===== src/design/tfc_regs.vh =====
// field positions, encodings and sizes for translation entry words
// assumes it is included by the translation check module only
`ifndef TFC_REGS_VH
`define TFC_REGS_VH

`define TFC_TAG_CTX_HI 60
`define TFC_TAG_CTX_LO 48
`define TFC_TAG_VA_HI 41
`define TFC_TAG_VA_LO 0
`define TFC_VA_TAG_HI 63
`define TFC_VA_TAG_LO 22
`define TFC_VA_IMPL_MSB 47

`define TFC_D_VALID 63
`define TFC_D_NFO 62
`define TFC_D_PARITY 61
`define TFC_D_PA_HI 39
`define TFC_D_PA_LO 13
`define TFC_D_RPN_HI 55
`define TFC_D_RPN_ZHI 55
`define TFC_D_RPN_ZLO 40
`define TFC_D_IBO 12
`define TFC_D_SIDE 11
`define TFC_D_CP 10
`define TFC_D_CV 9
`define TFC_D_PRIV 8
`define TFC_D_EXEC 7
`define TFC_D_WR 6
`define TFC_D_SZ_HI 3
`define TFC_D_SZ_LO 0

`define TFC_SZ_8K 4'h0
`define TFC_SZ_64K 4'h1
`define TFC_SZ_4M 4'h3
`define TFC_SZ_256M 4'h5

// first virtual address bit above the page offset for each size
`define TFC_OFF_8K 13
`define TFC_OFF_64K 16
`define TFC_OFF_4M 22
`define TFC_OFF_256M 28

`define TFC_CTX_W 13
`define TFC_PA_W 27
`define TFC_ENTRIES 8
`define TFC_IDX_W 3

`endif


===== src/design/tfc_xlate_check.v =====
// translation entry buffer for one translator with permission checks
// assumes the tablewalker or software presents entries on the fill port
// and the pipeline presents one lookup per cycle with its access kind
`timescale 1ns/1ps
`include "tfc_regs.vh"

module tfc_xlate_check #(
    parameter ENTRIES = `TFC_ENTRIES,
    parameter IDX_W = `TFC_IDX_W,
    parameter IS_INSTR = 0
) (
    // clock and reset
    input wire clk,
    input wire sys_rst,
    // entry fill
    input wire fill_en,
    input wire [IDX_W-1:0] fill_idx,
    input wire [63:0] fill_tag,
    input wire [63:0] fill_data,
    input wire fill_real,
    output wire fill_refused,
    // entry readback
    input wire [IDX_W-1:0] rd_idx,
    output reg [63:0] rd_tag,
    output reg [63:0] rd_data,
    // lookup request
    input wire look_en,
    input wire [63:0] look_va,
    input wire [`TFC_CTX_W-1:0] look_ctx,
    input wire look_real,
    input wire look_write,
    input wire look_nofault_asi,
    input wire look_little,
    input wire supervisor_state_flag,
    // lookup result
    output reg res_valid,
    output reg res_hit,
    output reg [39:0] res_pa,
    output reg res_little,
    output reg res_side_effect,
    output reg res_no_merge,
    output reg res_phys_cache_ok,
    output reg inst_noload_fault_trap,
    output reg data_noload_fault_trap,
    output reg inst_priv_fault_trap,
    output reg data_priv_fault_trap,
    output reg write_protect_trap
);

////////////////////////////////////////////////////////////////////////
// storage

reg [ENTRIES-1:0] ent_valid;
reg [ENTRIES-1:0] ent_real;
reg [ENTRIES-1:0] ent_nfo;
reg [ENTRIES-1:0] ent_ibo;
reg [ENTRIES-1:0] ent_side;
reg [ENTRIES-1:0] ent_cp;
reg [ENTRIES-1:0] ent_priv;
reg [ENTRIES-1:0] ent_wr;
reg [ENTRIES-1:0] ent_par;
reg [`TFC_CTX_W-1:0] ent_ctx [0:ENTRIES-1];
reg [41:0] ent_vtag [0:ENTRIES-1];
reg [`TFC_PA_W-1:0] ent_pa [0:ENTRIES-1];
reg [3:0] ent_size [0:ENTRIES-1];

////////////////////////////////////////////////////////////////////////
// helpers

function size_ok;
    input [3:0] code;
    begin
        size_ok = (code == `TFC_SZ_8K) || (code == `TFC_SZ_64K) ||
                  (code == `TFC_SZ_4M) || (code == `TFC_SZ_256M);
    end
endfunction

// mask of virtual address bits 63:13 compared for a page size
function [50:0] va_mask;
    input [3:0] code;
    integer k;
    integer lo;
    begin
        case (code)
            `TFC_SZ_64K: lo = `TFC_OFF_64K;
            `TFC_SZ_4M: lo = `TFC_OFF_4M;
            `TFC_SZ_256M: lo = `TFC_OFF_256M;
            default: lo = `TFC_OFF_8K;
        endcase
        for (k = 0; k < 51; k = k + 1) begin
            va_mask[k] = ((k + `TFC_OFF_8K) >= lo);
        end
    end
endfunction

// 48-bit space: upper bits must copy bit 47
function va_in_range;
    input [63:0] va;
    begin
        va_in_range = (va[63:`TFC_VA_IMPL_MSB] == {17{1'b0}}) ||
                      (va[63:`TFC_VA_IMPL_MSB] == {17{1'b1}});
    end
endfunction

////////////////////////////////////////////////////////////////////////
// fill

wire fill_size_ok = size_ok(fill_data[`TFC_D_SZ_HI:`TFC_D_SZ_LO]);
// nonzero real page bits above 39
wire fill_rpn_bad = |fill_data[`TFC_D_RPN_ZHI:`TFC_D_RPN_ZLO];
// no executable-less entry in the instruction buffer
wire fill_no_exec = (IS_INSTR != 0) && !fill_data[`TFC_D_EXEC];
assign fill_refused = fill_en && (!fill_size_ok || fill_rpn_bad || fill_no_exec);

// parity over the stored data fields except valid, returned on bit 61
wire fill_par = ^{fill_data[`TFC_D_PA_HI:`TFC_D_PA_LO], fill_data[`TFC_D_IBO],
                  fill_data[`TFC_D_SIDE], fill_data[`TFC_D_CP], fill_data[`TFC_D_PRIV],
                  fill_data[`TFC_D_WR], fill_data[`TFC_D_NFO],
                  fill_data[`TFC_D_SZ_HI:`TFC_D_SZ_LO]};

genvar g;
generate
    for (g = 0; g < ENTRIES; g = g + 1) begin : gen_ent
        always @(posedge clk) begin
            if (sys_rst) begin
                ent_valid[g] <= 1'b0;
                ent_real[g] <= 1'b0;
                ent_nfo[g] <= 1'b0;
                ent_ibo[g] <= 1'b0;
                ent_side[g] <= 1'b0;
                ent_cp[g] <= 1'b0;
                ent_priv[g] <= 1'b0;
                ent_wr[g] <= 1'b0;
                ent_par[g] <= 1'b0;
                ent_ctx[g] <= {`TFC_CTX_W{1'b0}};
                ent_vtag[g] <= 42'h0;
                ent_pa[g] <= {`TFC_PA_W{1'b0}};
                ent_size[g] <= `TFC_SZ_8K;
            end else if (fill_en && fill_idx == g) begin
                // a refused fill still claims the slot so a stale entry cannot survive
                // refused fill leaves the slot invalid
                ent_valid[g] <= fill_data[`TFC_D_VALID] && !fill_refused;
                ent_real[g] <= fill_real;
                ent_nfo[g] <= fill_data[`TFC_D_NFO];
                // instruction buffer keeps these for readback
                ent_ibo[g] <= fill_data[`TFC_D_IBO];
                ent_side[g] <= fill_data[`TFC_D_SIDE];
                ent_wr[g] <= fill_data[`TFC_D_WR];
                // hint bit dropped, only phys bit stored
                ent_cp[g] <= fill_data[`TFC_D_CP];
                ent_priv[g] <= fill_data[`TFC_D_PRIV];
                ent_par[g] <= fill_par;
                // context field, reserved tag bits dropped
                ent_ctx[g] <= fill_tag[`TFC_TAG_CTX_HI:`TFC_TAG_CTX_LO];
                // page tag from tag bits 41:0
                ent_vtag[g] <= fill_tag[`TFC_TAG_VA_HI:`TFC_TAG_VA_LO];
                ent_pa[g] <= fill_data[`TFC_D_PA_HI:`TFC_D_PA_LO];
                ent_size[g] <= fill_data[`TFC_D_SZ_HI:`TFC_D_SZ_LO];
            end
        end
    end
endgenerate

////////////////////////////////////////////////////////////////////////
// readback

reg [63:0] next_rd_tag;
reg [63:0] next_rd_data;
always @* begin
    next_rd_tag = 64'h0;
    next_rd_tag[`TFC_TAG_CTX_HI:`TFC_TAG_CTX_LO] = ent_ctx[rd_idx];
    next_rd_tag[`TFC_TAG_VA_HI:`TFC_TAG_VA_LO] = ent_vtag[rd_idx];
    // hint and exec bits, spares and high real page bits stay zero
    next_rd_data = 64'h0;
    next_rd_data[`TFC_D_VALID] = ent_valid[rd_idx];
    next_rd_data[`TFC_D_NFO] = ent_nfo[rd_idx];
    // bit 61 returns the parity of the stored data fields other than valid
    next_rd_data[`TFC_D_PARITY] = ent_par[rd_idx];
    next_rd_data[`TFC_D_PA_HI:`TFC_D_PA_LO] = ent_pa[rd_idx];
    next_rd_data[`TFC_D_IBO] = ent_ibo[rd_idx];
    next_rd_data[`TFC_D_SIDE] = ent_side[rd_idx];
    next_rd_data[`TFC_D_CP] = ent_cp[rd_idx];
    next_rd_data[`TFC_D_PRIV] = ent_priv[rd_idx];
    next_rd_data[`TFC_D_WR] = ent_wr[rd_idx];
    next_rd_data[`TFC_D_SZ_HI:`TFC_D_SZ_LO] = ent_size[rd_idx];
end

// readback is registered, one cycle behind rd_idx
always @(posedge clk) begin
    if (sys_rst) begin
        rd_tag <= 64'h0;
        rd_data <= 64'h0;
    end else begin
        rd_tag <= next_rd_tag;
        rd_data <= next_rd_data;
    end
end

////////////////////////////////////////////////////////////////////////
// lookup

// tag bits 41:0 map to va 63:22; the stored tag is widened with va 21:13 zero
// va 21:13 are never compared, the tag does not hold them
localparam [50:0] TAG_CMP_MASK = {{42{1'b1}}, 9'h0};
reg [ENTRIES-1:0] hit_vec;
reg [IDX_W-1:0] hit_idx;
reg ent_ok;
reg ctx_ok;
reg [50:0] va_diff;
integer i;
// a lookup in the same cycle as a fill sees the old entry: there is no bypass
always @* begin
    hit_vec = {ENTRIES{1'b0}};
    hit_idx = {IDX_W{1'b0}};
    ent_ok = 1'b0;
    ctx_ok = 1'b0;
    va_diff = 51'h0;
    for (i = 0; i < ENTRIES; i = i + 1) begin
        // valid gate, reserved sizes never hit
        ent_ok = ent_valid[i] && size_ok(ent_size[i]);
        // real entries answer real lookups only and skip the context
        ctx_ok = (ent_real[i] == look_real) && (ent_real[i] || ent_ctx[i] == look_ctx);
        va_diff = ({ent_vtag[i], 9'h0} ^ look_va[63:13]) & va_mask(ent_size[i]) & TAG_CMP_MASK;
        // addresses in the hole never hit
        hit_vec[i] = ent_ok && ctx_ok && (va_diff == 51'h0) && va_in_range(look_va);
    end
    // lowest slot wins if software loads a duplicate, so one entry answers
    for (i = ENTRIES - 1; i >= 0; i = i - 1) begin
        if (hit_vec[i]) begin
            hit_idx = i[IDX_W-1:0];
        end
    end
end

// physical address: page bits from entry, offset bits from va
wire [50:0] hmask = va_mask(ent_size[hit_idx]);
wire [26:0] pa_page = (ent_pa[hit_idx] & hmask[26:0]) | (look_va[39:13] & ~hmask[26:0]);
wire any_hit = |hit_vec;

// next result values, registered below
reg next_little;
reg next_side_effect;
reg next_inst_nfo;
reg next_data_nfo;
reg next_inst_priv;
reg next_data_priv;
reg next_write_prot;
// traps are gated by a hit so a miss never raises a fault
wire look_hit = look_en && any_hit;
// privilege applies to real and virtual hits alike
wire priv_viol = look_hit && ent_priv[hit_idx] && !supervisor_state_flag;

always @* begin
    next_little = look_little;
    next_side_effect = 1'b0;
    next_inst_nfo = 1'b0;
    next_data_nfo = 1'b0;
    next_inst_priv = 1'b0;
    next_data_priv = 1'b0;
    next_write_prot = 1'b0;
    if (IS_INSTR != 0) begin
        // order, side-effect, writable ignored on fetch
        next_little = look_little;
        next_side_effect = 1'b0;
        next_inst_nfo = look_hit && ent_nfo[hit_idx];
        next_inst_priv = priv_viol;
    end else begin
        next_little = look_little ^ ent_ibo[hit_idx];
        // ordering and no merge only for noncacheable side-effect pages
        next_side_effect = ent_side[hit_idx] && !ent_cp[hit_idx];
        next_data_nfo = look_hit && ent_nfo[hit_idx] && (look_write || !look_nofault_asi);
        next_data_priv = priv_viol;
        next_write_prot = look_hit && look_write && !ent_wr[hit_idx];
    end
end

// results stand for one cycle, recomputed on every edge
always @(posedge clk) begin
    if (sys_rst) begin
        res_valid <= 1'b0;
        res_hit <= 1'b0;
        res_pa <= 40'h0;
        res_little <= 1'b0;
        res_side_effect <= 1'b0;
        res_no_merge <= 1'b0;
        res_phys_cache_ok <= 1'b0;
        inst_noload_fault_trap <= 1'b0;
        data_noload_fault_trap <= 1'b0;
        inst_priv_fault_trap <= 1'b0;
        data_priv_fault_trap <= 1'b0;
        write_protect_trap <= 1'b0;
    end else begin
        res_valid <= look_en;
        res_hit <= look_hit;
        res_pa <= {pa_page, look_va[12:0]};
        res_little <= next_little;
        // one flag drives both the ordering and the merge blocker
        res_side_effect <= next_side_effect;
        res_no_merge <= next_side_effect;
        inst_noload_fault_trap <= next_inst_nfo;
        data_noload_fault_trap <= next_data_nfo;
        inst_priv_fault_trap <= next_inst_priv;
        data_priv_fault_trap <= next_data_priv;
        write_protect_trap <= next_write_prot;
        res_phys_cache_ok <= ent_cp[hit_idx];
    end
end

endmodule


===== config.mk =====
export PLATFORM = sky130hd
export DESIGN_NAME = tfc_xlate_check
export DESIGN_NICKNAME = d
export VERILOG_FILES = /design/src/design/tfc_xlate_check.v
export VERILOG_INCLUDE_DIRS = /design/src /design/src/design
export SDC_FILE = /design/constraint.sdc
export NUM_CORES = 2
export LEC_CHECK = 0
export BUFFER_PORTS_ARGS = -buffer_cell sky130_fd_sc_hd__buf_2
export CORE_ASPECT_RATIO = 0.8
export CORE_MARGIN = 2
export CORE_UTILIZATION = 55
export CTS_BUF_LIST = sky130_fd_sc_hd__clkbuf_8
export CTS_CLUSTER_DIAMETER = 120
export DETAILED_ROUTE_END_ITERATION = 8
export PLACE_DENSITY_LB_ADDON = 0.05
export SYNTH_ARGS = -nofsm -noshare
export SYNTH_HDL_FRONTEND = slang
export SYNTH_SLANG_ARGS = --single-unit

===== constraint.sdc =====
create_clock -name clk -period 8.8 [get_ports clk]
set_input_delay 0.88 -clock clk [delete_from_list [all_inputs] [get_ports clk]]
set_output_delay 0.88 -clock clk [all_outputs]
set_load 0.03 [all_outputs]

### After elaboration in Yosys (flattened, before gate mapping)

Memory sizes are Yosys's and may differ from the RTL's. A register that Yosys moved wholly into a read port is not among the register bits.
Index checks and enable logic that the tools add are counted.

* input bits: 221
* word-level logic and storage cells: 859
* memory bits (writable): 688
* memories: 4
* bits in registers: 193

Memory list
* ent_vtag: words 8, width 42, rd ports 9, clocked after Yosys merged registers in 1, wr ports 8, line tfc_xlate_check.v:63 `reg [41:0] ent_vtag [0:ENTRIES-1];`
* ent_pa: words 8, width 27, rd ports 2, clocked after Yosys merged registers in 1, wr ports 8, line tfc_xlate_check.v:64 `` reg [`TFC_PA_W-1:0] ent_pa [0:ENTRIES-1]; ``
* ent_ctx: words 8, width 13, rd ports 9, clocked after Yosys merged registers in 1, wr ports 8, line tfc_xlate_check.v:62 `` reg [`TFC_CTX_W-1:0] ent_ctx [0:ENTRIES-1]; ``
* ent_size: words 8, width 4, rd ports 10, clocked after Yosys merged registers in 1, wr ports 8, line tfc_xlate_check.v:65 `reg [3:0] ent_size [0:ENTRIES-1];`

* order comparisons: 437
* mux-type cells: 103
* bitwise logic cells: 53
* equal/unequal tests: 54
* reduce and logical (&&, ||, !) cells: 124

Operator list (count)
* $ge A7 B32 Y1 const A: 264
* $ge A6 B32 Y1 const A: 144
* $ge A5 B32 Y1 const A: 27
* $and A51 B51 Y51: 8
* $logic_not A51 Y1: 8
* $xor A51 B51 Y51: 8
* $mux W42: 8
* $mux W27: 8
* $pmux W5 S3: 9
* $eq A13 B13 Y1: 8
* $mux W13: 8
* $logic_and A1 B1 Y1: 58
* $and A27 B27 Y27: 2
* $bmux W1 S3: 14
* $eq A4 B1 Y1 const B: 10
* $eq A4 B2 Y1 const B: 10
* $eq A4 B3 Y1 const B: 10
* $mux W1: 40
* $logic_or A1 B1 Y1: 38
* $reduce_xor A37 Y1: 1
* $logic_not A4 Y1: 9
* $mux W4: 8
* $or A1 B1 Y1: 32
* $not A27 Y27: 1
* other kinds (14): 38

### Longest topological paths before layout

An unclocked memory read counts as a cell.

* depth in word-level cells: 24
* gate-level depth with buffers: 17
* gate-level depth less buffers: 12

### Least setup slack after synthesis

OpenSTA, ideal clock, no wires.

* path type: input-to-reg
* from: in look_va[36]
* to: reg res_pa[22]
* buffers on the path: 2
* setup slack: 4.435 ns
* data arrival time: 4.276 ns
* library setup time: 0.088 ns
* stages on the path: 14
* cells stage by stage: buf_2 -> xor2_1 -> or4_4 -> or4_4 -> a211oi_2 -> a32oi_2 -> or2_4 -> a31o_4 -> a2111oi_4 -> a21oi_2 -> nand2b_4 -> or2_1 -> buf_6 -> a311oi_2

* cells in the longest elaborated chain, start to end: 20
* elaborated cells on any way between the ends: 59
* those cells by class: order compare (1); eq/ne (3); mux (9); bitwise (20); reduce/logical (24); memory (2)

RTL lines
* start: declaration: line tfc_xlate_check.v:28 `input wire [63:0] look_va,`
* $xor A51 B51 Y51: line tfc_xlate_check.v:223 `va_diff = ({ent_vtag[i], 9'h0} ^ look_va[63:13]) & va_mask(ent_size[i]) & TAG_CMP_MASK;`
* $and A51 B51 Y51: line tfc_xlate_check.v:223
* $logic_not A51 Y1: line tfc_xlate_check.v:225 `hit_vec[i] = ent_ok && ctx_ok && (va_diff == 51'h0) && va_in_range(look_va);`
* $logic_and A1 B1 Y1 (2 in series): line tfc_xlate_check.v:225
* $mux W3 (7 in series): line tfc_xlate_check.v:229 `if (hit_vec[i]) begin`
* $mux W3 *: line tfc_xlate_check.v:229
* $mem_v2 Z8 W4
* $eq A4 B3 Y1, or another cell as far along: line tfc_xlate_check.v:84 `case (code)`
* $pmux W5 S3: line tfc_xlate_check.v:84
* $ge A6 B32 Y1: line tfc_xlate_check.v:91 `` va_mask[k] = ((k + `TFC_OFF_8K) >= lo); ``
* $not A27 Y27: line tfc_xlate_check.v:237 `wire [26:0] pa_page = (ent_pa[hit_idx] & hmask[26:0]) | (look_va[39:13] & ~hmask[26:0]);`
* $and A27 B27 Y27: line tfc_xlate_check.v:237
* $or A27 B27 Y27 *: line tfc_xlate_check.v:237
* end signal: assignment: line tfc_xlate_check.v:295 `res_pa <= {pa_page, look_va[12:0]};`
* end: declaration: line tfc_xlate_check.v:38 `output reg [39:0] res_pa,`

Mark *: on every way between the ends. The rest lies on a longest branch, timed or not.
A chain may end at the register's enable or synchronous reset.

==> results.json <==
{
  "die-area_um2": 88400,
  "crit_path_top_delay_cell": "a221o_1",
  "seqPwrFrac_pct": 49.0,
  "dieWidth_um": 332,
  "wl_per_cell_um": 32.0,
  "vias": 34400,
  "post-route-period-util_pct": 64.9,
  "post_cts_buffers": 0,
  "netlist_area_um2": 47300,
  "fillers": 6947,
  "seqCellArea_um2": 24900,
  "switching_share_pct": 29.5,
  "r2r_cells": 12,
  "insertion_delay_ns": 0.83,
  "timing_worst_setup_path_type": "flip-flop to flip-flop",
  "ys_async_sr_fraction_pct": 0,
  "finalInstanceArea_um2": 52600,
  "slowest_delay_ns": 0.80,
  "ant_nets": 0,
  "required_ns": 9.46,
  "hp-class": "input port to flip-flop",
  "maxCapViolations": 0,
  "wirelength_um": 169000,
  "synthCells": 3797,
  "start_util_pct": 55.3,
  "layout_min_cycle_time_ns": 5.71,
  "crit_cells": 12,
  "cp_num_buf_inv": 0,
  "cts_buffer_depth": 3,
  "p_per_area_nw_per_um2": 197,
  "timing.fmax_ghz": 0.175,
  "tightest_slew_ns": 1.16,
  "endpoint": "res_pa[23]$_SDFF_PP0_",
  "grt_pass1_vias": 32600,
  "worstSetupStartpoint": "ent_size[7][3]$_SDFFCE_PN0P_",
  "r2r_end": "res_pa[23]$_SDFF_PP0_",
  "drc": 0,
  "cts_resized": 0,
  "yosys_warnings": 0,
  "dpl_cell_area_um2": 49600,
  "status": "finished, final reports clean",
  "rsz0062_at_grt": "no",
  "worst_r2r_startpoint": "ent_size[7][3]$_SDFFCE_PN0P_",
  "h-tree-depth": 4,
  "cp-end-kind": "flip-flop",
  "clkPwrFrac_pct": 35.8,
  "path_clk_slew_ns": 0.06,
  "grt_pass1_wl_um": 238000,
  "p_int_mw": 7.29,
  "worstPathCellList": "nor2b_1, nand4_1, or4b_2, nor3_1, o2111ai_1, a221oi_1, o21ai_2, mux2_2, o22ai_1, a221o_1, or2_1, a311oi_2",
  "grt_max_degree": 251,
  "drtIter0Drc": 4525,
  "multiInputGateArea_um2": 21000,
  "yosys_most_used_dff": "edfxtp_1",
  "ys_top_cells_by_area": "edfxtp_1 (44%), dfxtp_1 (9.1%), mux4_2 (8.9%), and3_1 (6.6%), xor2_1 (5.9%)",
  "grt_remaining_overflow": 0,
  "power.share.combinational_pct": 15.2,
  "report.final.slew_viol_count": 0,
  "avgSynthCellArea_um2": 12.5,
  "detailed_place_hpwl_um": 113000,
  "cts_tree": "done",
  "synth_cell_types": 84,
  "drive_gt1_share_pct": 21.1,
  "cpLargestDelayFamily": "simple AND/OR/NAND/NOR gates",
  "core_area_um2": 85500,
  "fp-row-count": 96,
  "portBuffers": 345,
  "viasPerCell": 6.51,
  "crit_fanout": 16,
  "post-synth-top-area-cell": "edfxtp_1",
  "io_pins": 401,
  "synth_seq_area_share_pct": 52.7,
  "die_y_um": 266,
  "dr.pass1.iters": 5,
  "maxSlewHeadroom_pct": 22.8,
  "synth_edf_count": 688,
  "power_switching_mw": 3.04,
  "r2r_setup_slack_ns": 3.09,
  "clock_skew_ns": 0.0388,
  "grt_antenna_before_repair": 22,
  "ys_ff_latch": 902,
  "setup_viol": 0,
  "syn2layout_area_growth_pct": 11.1,
  "tns_ns": 0,
  "synth_top_area_share_pct": 43.6,
  "cts_num_sinks": 902,
  "cts_buffers": 148,
  "cp.arrival_ns": 6.38,
  "hold_violations": 0,
  "leakage_nw": 21.7,
  "ir_worst_vdd_mv": 0.177,
  "cts.root.buffer_cell": "clkbuf_8",
  "grt_usage_pct": 37.6,
  "gp_congestion": 1.11,
  "num-nets-final": 4257,
  "hold_buffers": 0,
  "crit_path_start_kind": "flip-flop"
}
## cell families after synthesis
family / after synthesis / share of synthesized area [%]
DFF: 902 / 52.7
xor gates and xnor gates: 465 / 8.62
other: 1 / 0.00792
muxes: 445 / 14.5
AOI/OAI and AO/OA: 241 / 3.97
and+or+nand+nor: 1365 / 16.6
buffers and inverters: 373 / 3.44
adders and majority gates: 5 / 0.132
## cell usage after synthesis (all sizes together) (25+ instances only)
master	number
inv	28
mux2i	207
nor2	196
nor3	42
nor2b	37
buf	128
clkbuf	213
dfxtp	214
a22o	57
and3	496
and2	166
mux4	188
a21oi	56
o21ai	25
nand2b	39
mux2	50
nand4	75
edfxtp	688
xnor2	147
o211ai	25
nor4	127
nand2	106
xor2	318
## placed cells by master (no fill, tap or decap), types with 7 or more instances in the layout
| cell | Yosys | layout |
|---|---|---|
| o2111ai_1 | 7 | 7 |
| buf_2 | 38 | 341 |
| inv_1 | 28 | 77 |
| a21oi_1 | 53 | 52 |
| clkinv_1 | 4 | 15 |
| xor2_1 | 318 | 318 |
| mux4_2 | 188 | 188 |
| inv_4 | 0 | 8 |
| nor4bb_1 | 7 | 7 |
| nand2b_1 | 38 | 38 |
| clkbuf_8 | 0 | 177 |
| or4_1 | 10 | 10 |
| clkinv_2 | 0 | 14 |
| nand2_1 | 106 | 106 |
| dfxtp_1 | 214 | 214 |
| diode_2 | 0 | 9 |
| and2_1 | 166 | 166 |
| and3_1 | 496 | 496 |
| mux2i_1 | 207 | 207 |
| edfxtp_1 | 688 | 688 |
| conb_1 | 1 | 36 |
| nand4_1 | 75 | 75 |
| nor4_1 | 126 | 126 |
| nand3_1 | 15 | 15 |
| nor3_1 | 42 | 42 |
| a2111oi_0 | 9 | 9 |
| mux2_2 | 48 | 48 |
| xnor2_1 | 146 | 146 |
| nor2b_1 | 37 | 34 |
| buf_4 | 44 | 42 |
| nor2_1 | 196 | 192 |
| o21ai_0 | 23 | 23 |
| nand4b_1 | 8 | 8 |
| a22o_1 | 57 | 57 |
| o211ai_1 | 25 | 25 |
## stage by stage
step                      instances  utilization (%)  setup WS [ns]  hold slack (ns)  power, mW
after global placement         5008             58.0           2.89            0.432       6.66
after floorplan                3832                -           4.44            0.420       6.01
after detailed placement       5008             58.0           2.82            0.440       6.67
after CTS                      5279             61.4           3.31            0.167       10.3
final                          5288             61.5           3.09            0.217       10.3
after global routing           5286             61.5           2.95            0.203       10.6
## routing by layer
metal / global-route usage [%] / share of wire (%) / vias up
li1: - / - / 14700
met1: 54.5 / 41 / 17300
met2: 55.9 / 45 / 2090
met3: 10.0 / 12 / 280
met4: 11.0 / 2.5 / 20
met5: 0 / 0.075 / -
## layout make-up
class / instances / share of cell area, %
Clock buffer: 177 / 4.63
Clock inverter: 94 / 0.957
Antenna cell: 9 / 0.0428
Sequential cell: 902 / 47.5
Multi-Input combinational cell: 2557 / 39.9
Inverter: 32 / 0.267
Timing Repair Buffer: 390 / 4.06
Tap cell: 1127 / 2.68
## flip-flops by register name, summed over array words and instances (netlist names), 32 cells and up
name	count
res_pa	40
ent_ctx	104
ent_size	32
rd_data	39
ent_vtag	336
rd_tag	55
ent_pa	216
## worst min-delay path by stage
stage / start / to / slack, ns / cells past startpoint
after CTS: supervisor_state_flag / data_priv_fault_trap$_SDFF_PP0_ / 0.17 / 2
after global placement: ent_par[6]$_SDFFE_PP0P_ / ent_par[6]$_SDFFE_PP0P_ / 0.43 / 2
after detailed placement: ent_par[6]$_SDFFE_PP0P_ / ent_par[6]$_SDFFE_PP0P_ / 0.44 / 2
after floorplan: ent_par[2]$_SDFFE_PP0P_ / ent_par[2]$_SDFFE_PP0P_ / 0.42 / 2
final: supervisor_state_flag / data_priv_fault_trap$_SDFF_PP0_ / 0.22 / 2
after global routing: supervisor_state_flag / data_priv_fault_trap$_SDFF_PP0_ / 0.20 / 2
## power groups by stage
stage,combinational [mW],sequential [mW],clock (mW)
finish,1.57,5.06,3.69
detailed placement,1.53,5.15,0
global placement,1.53,5.13,0
floorplan,0.825,5.18,0
global route,1.62,5.09,3.89
CTS,1.53,5.06,3.71
Power figures use the tool's default switching activity.
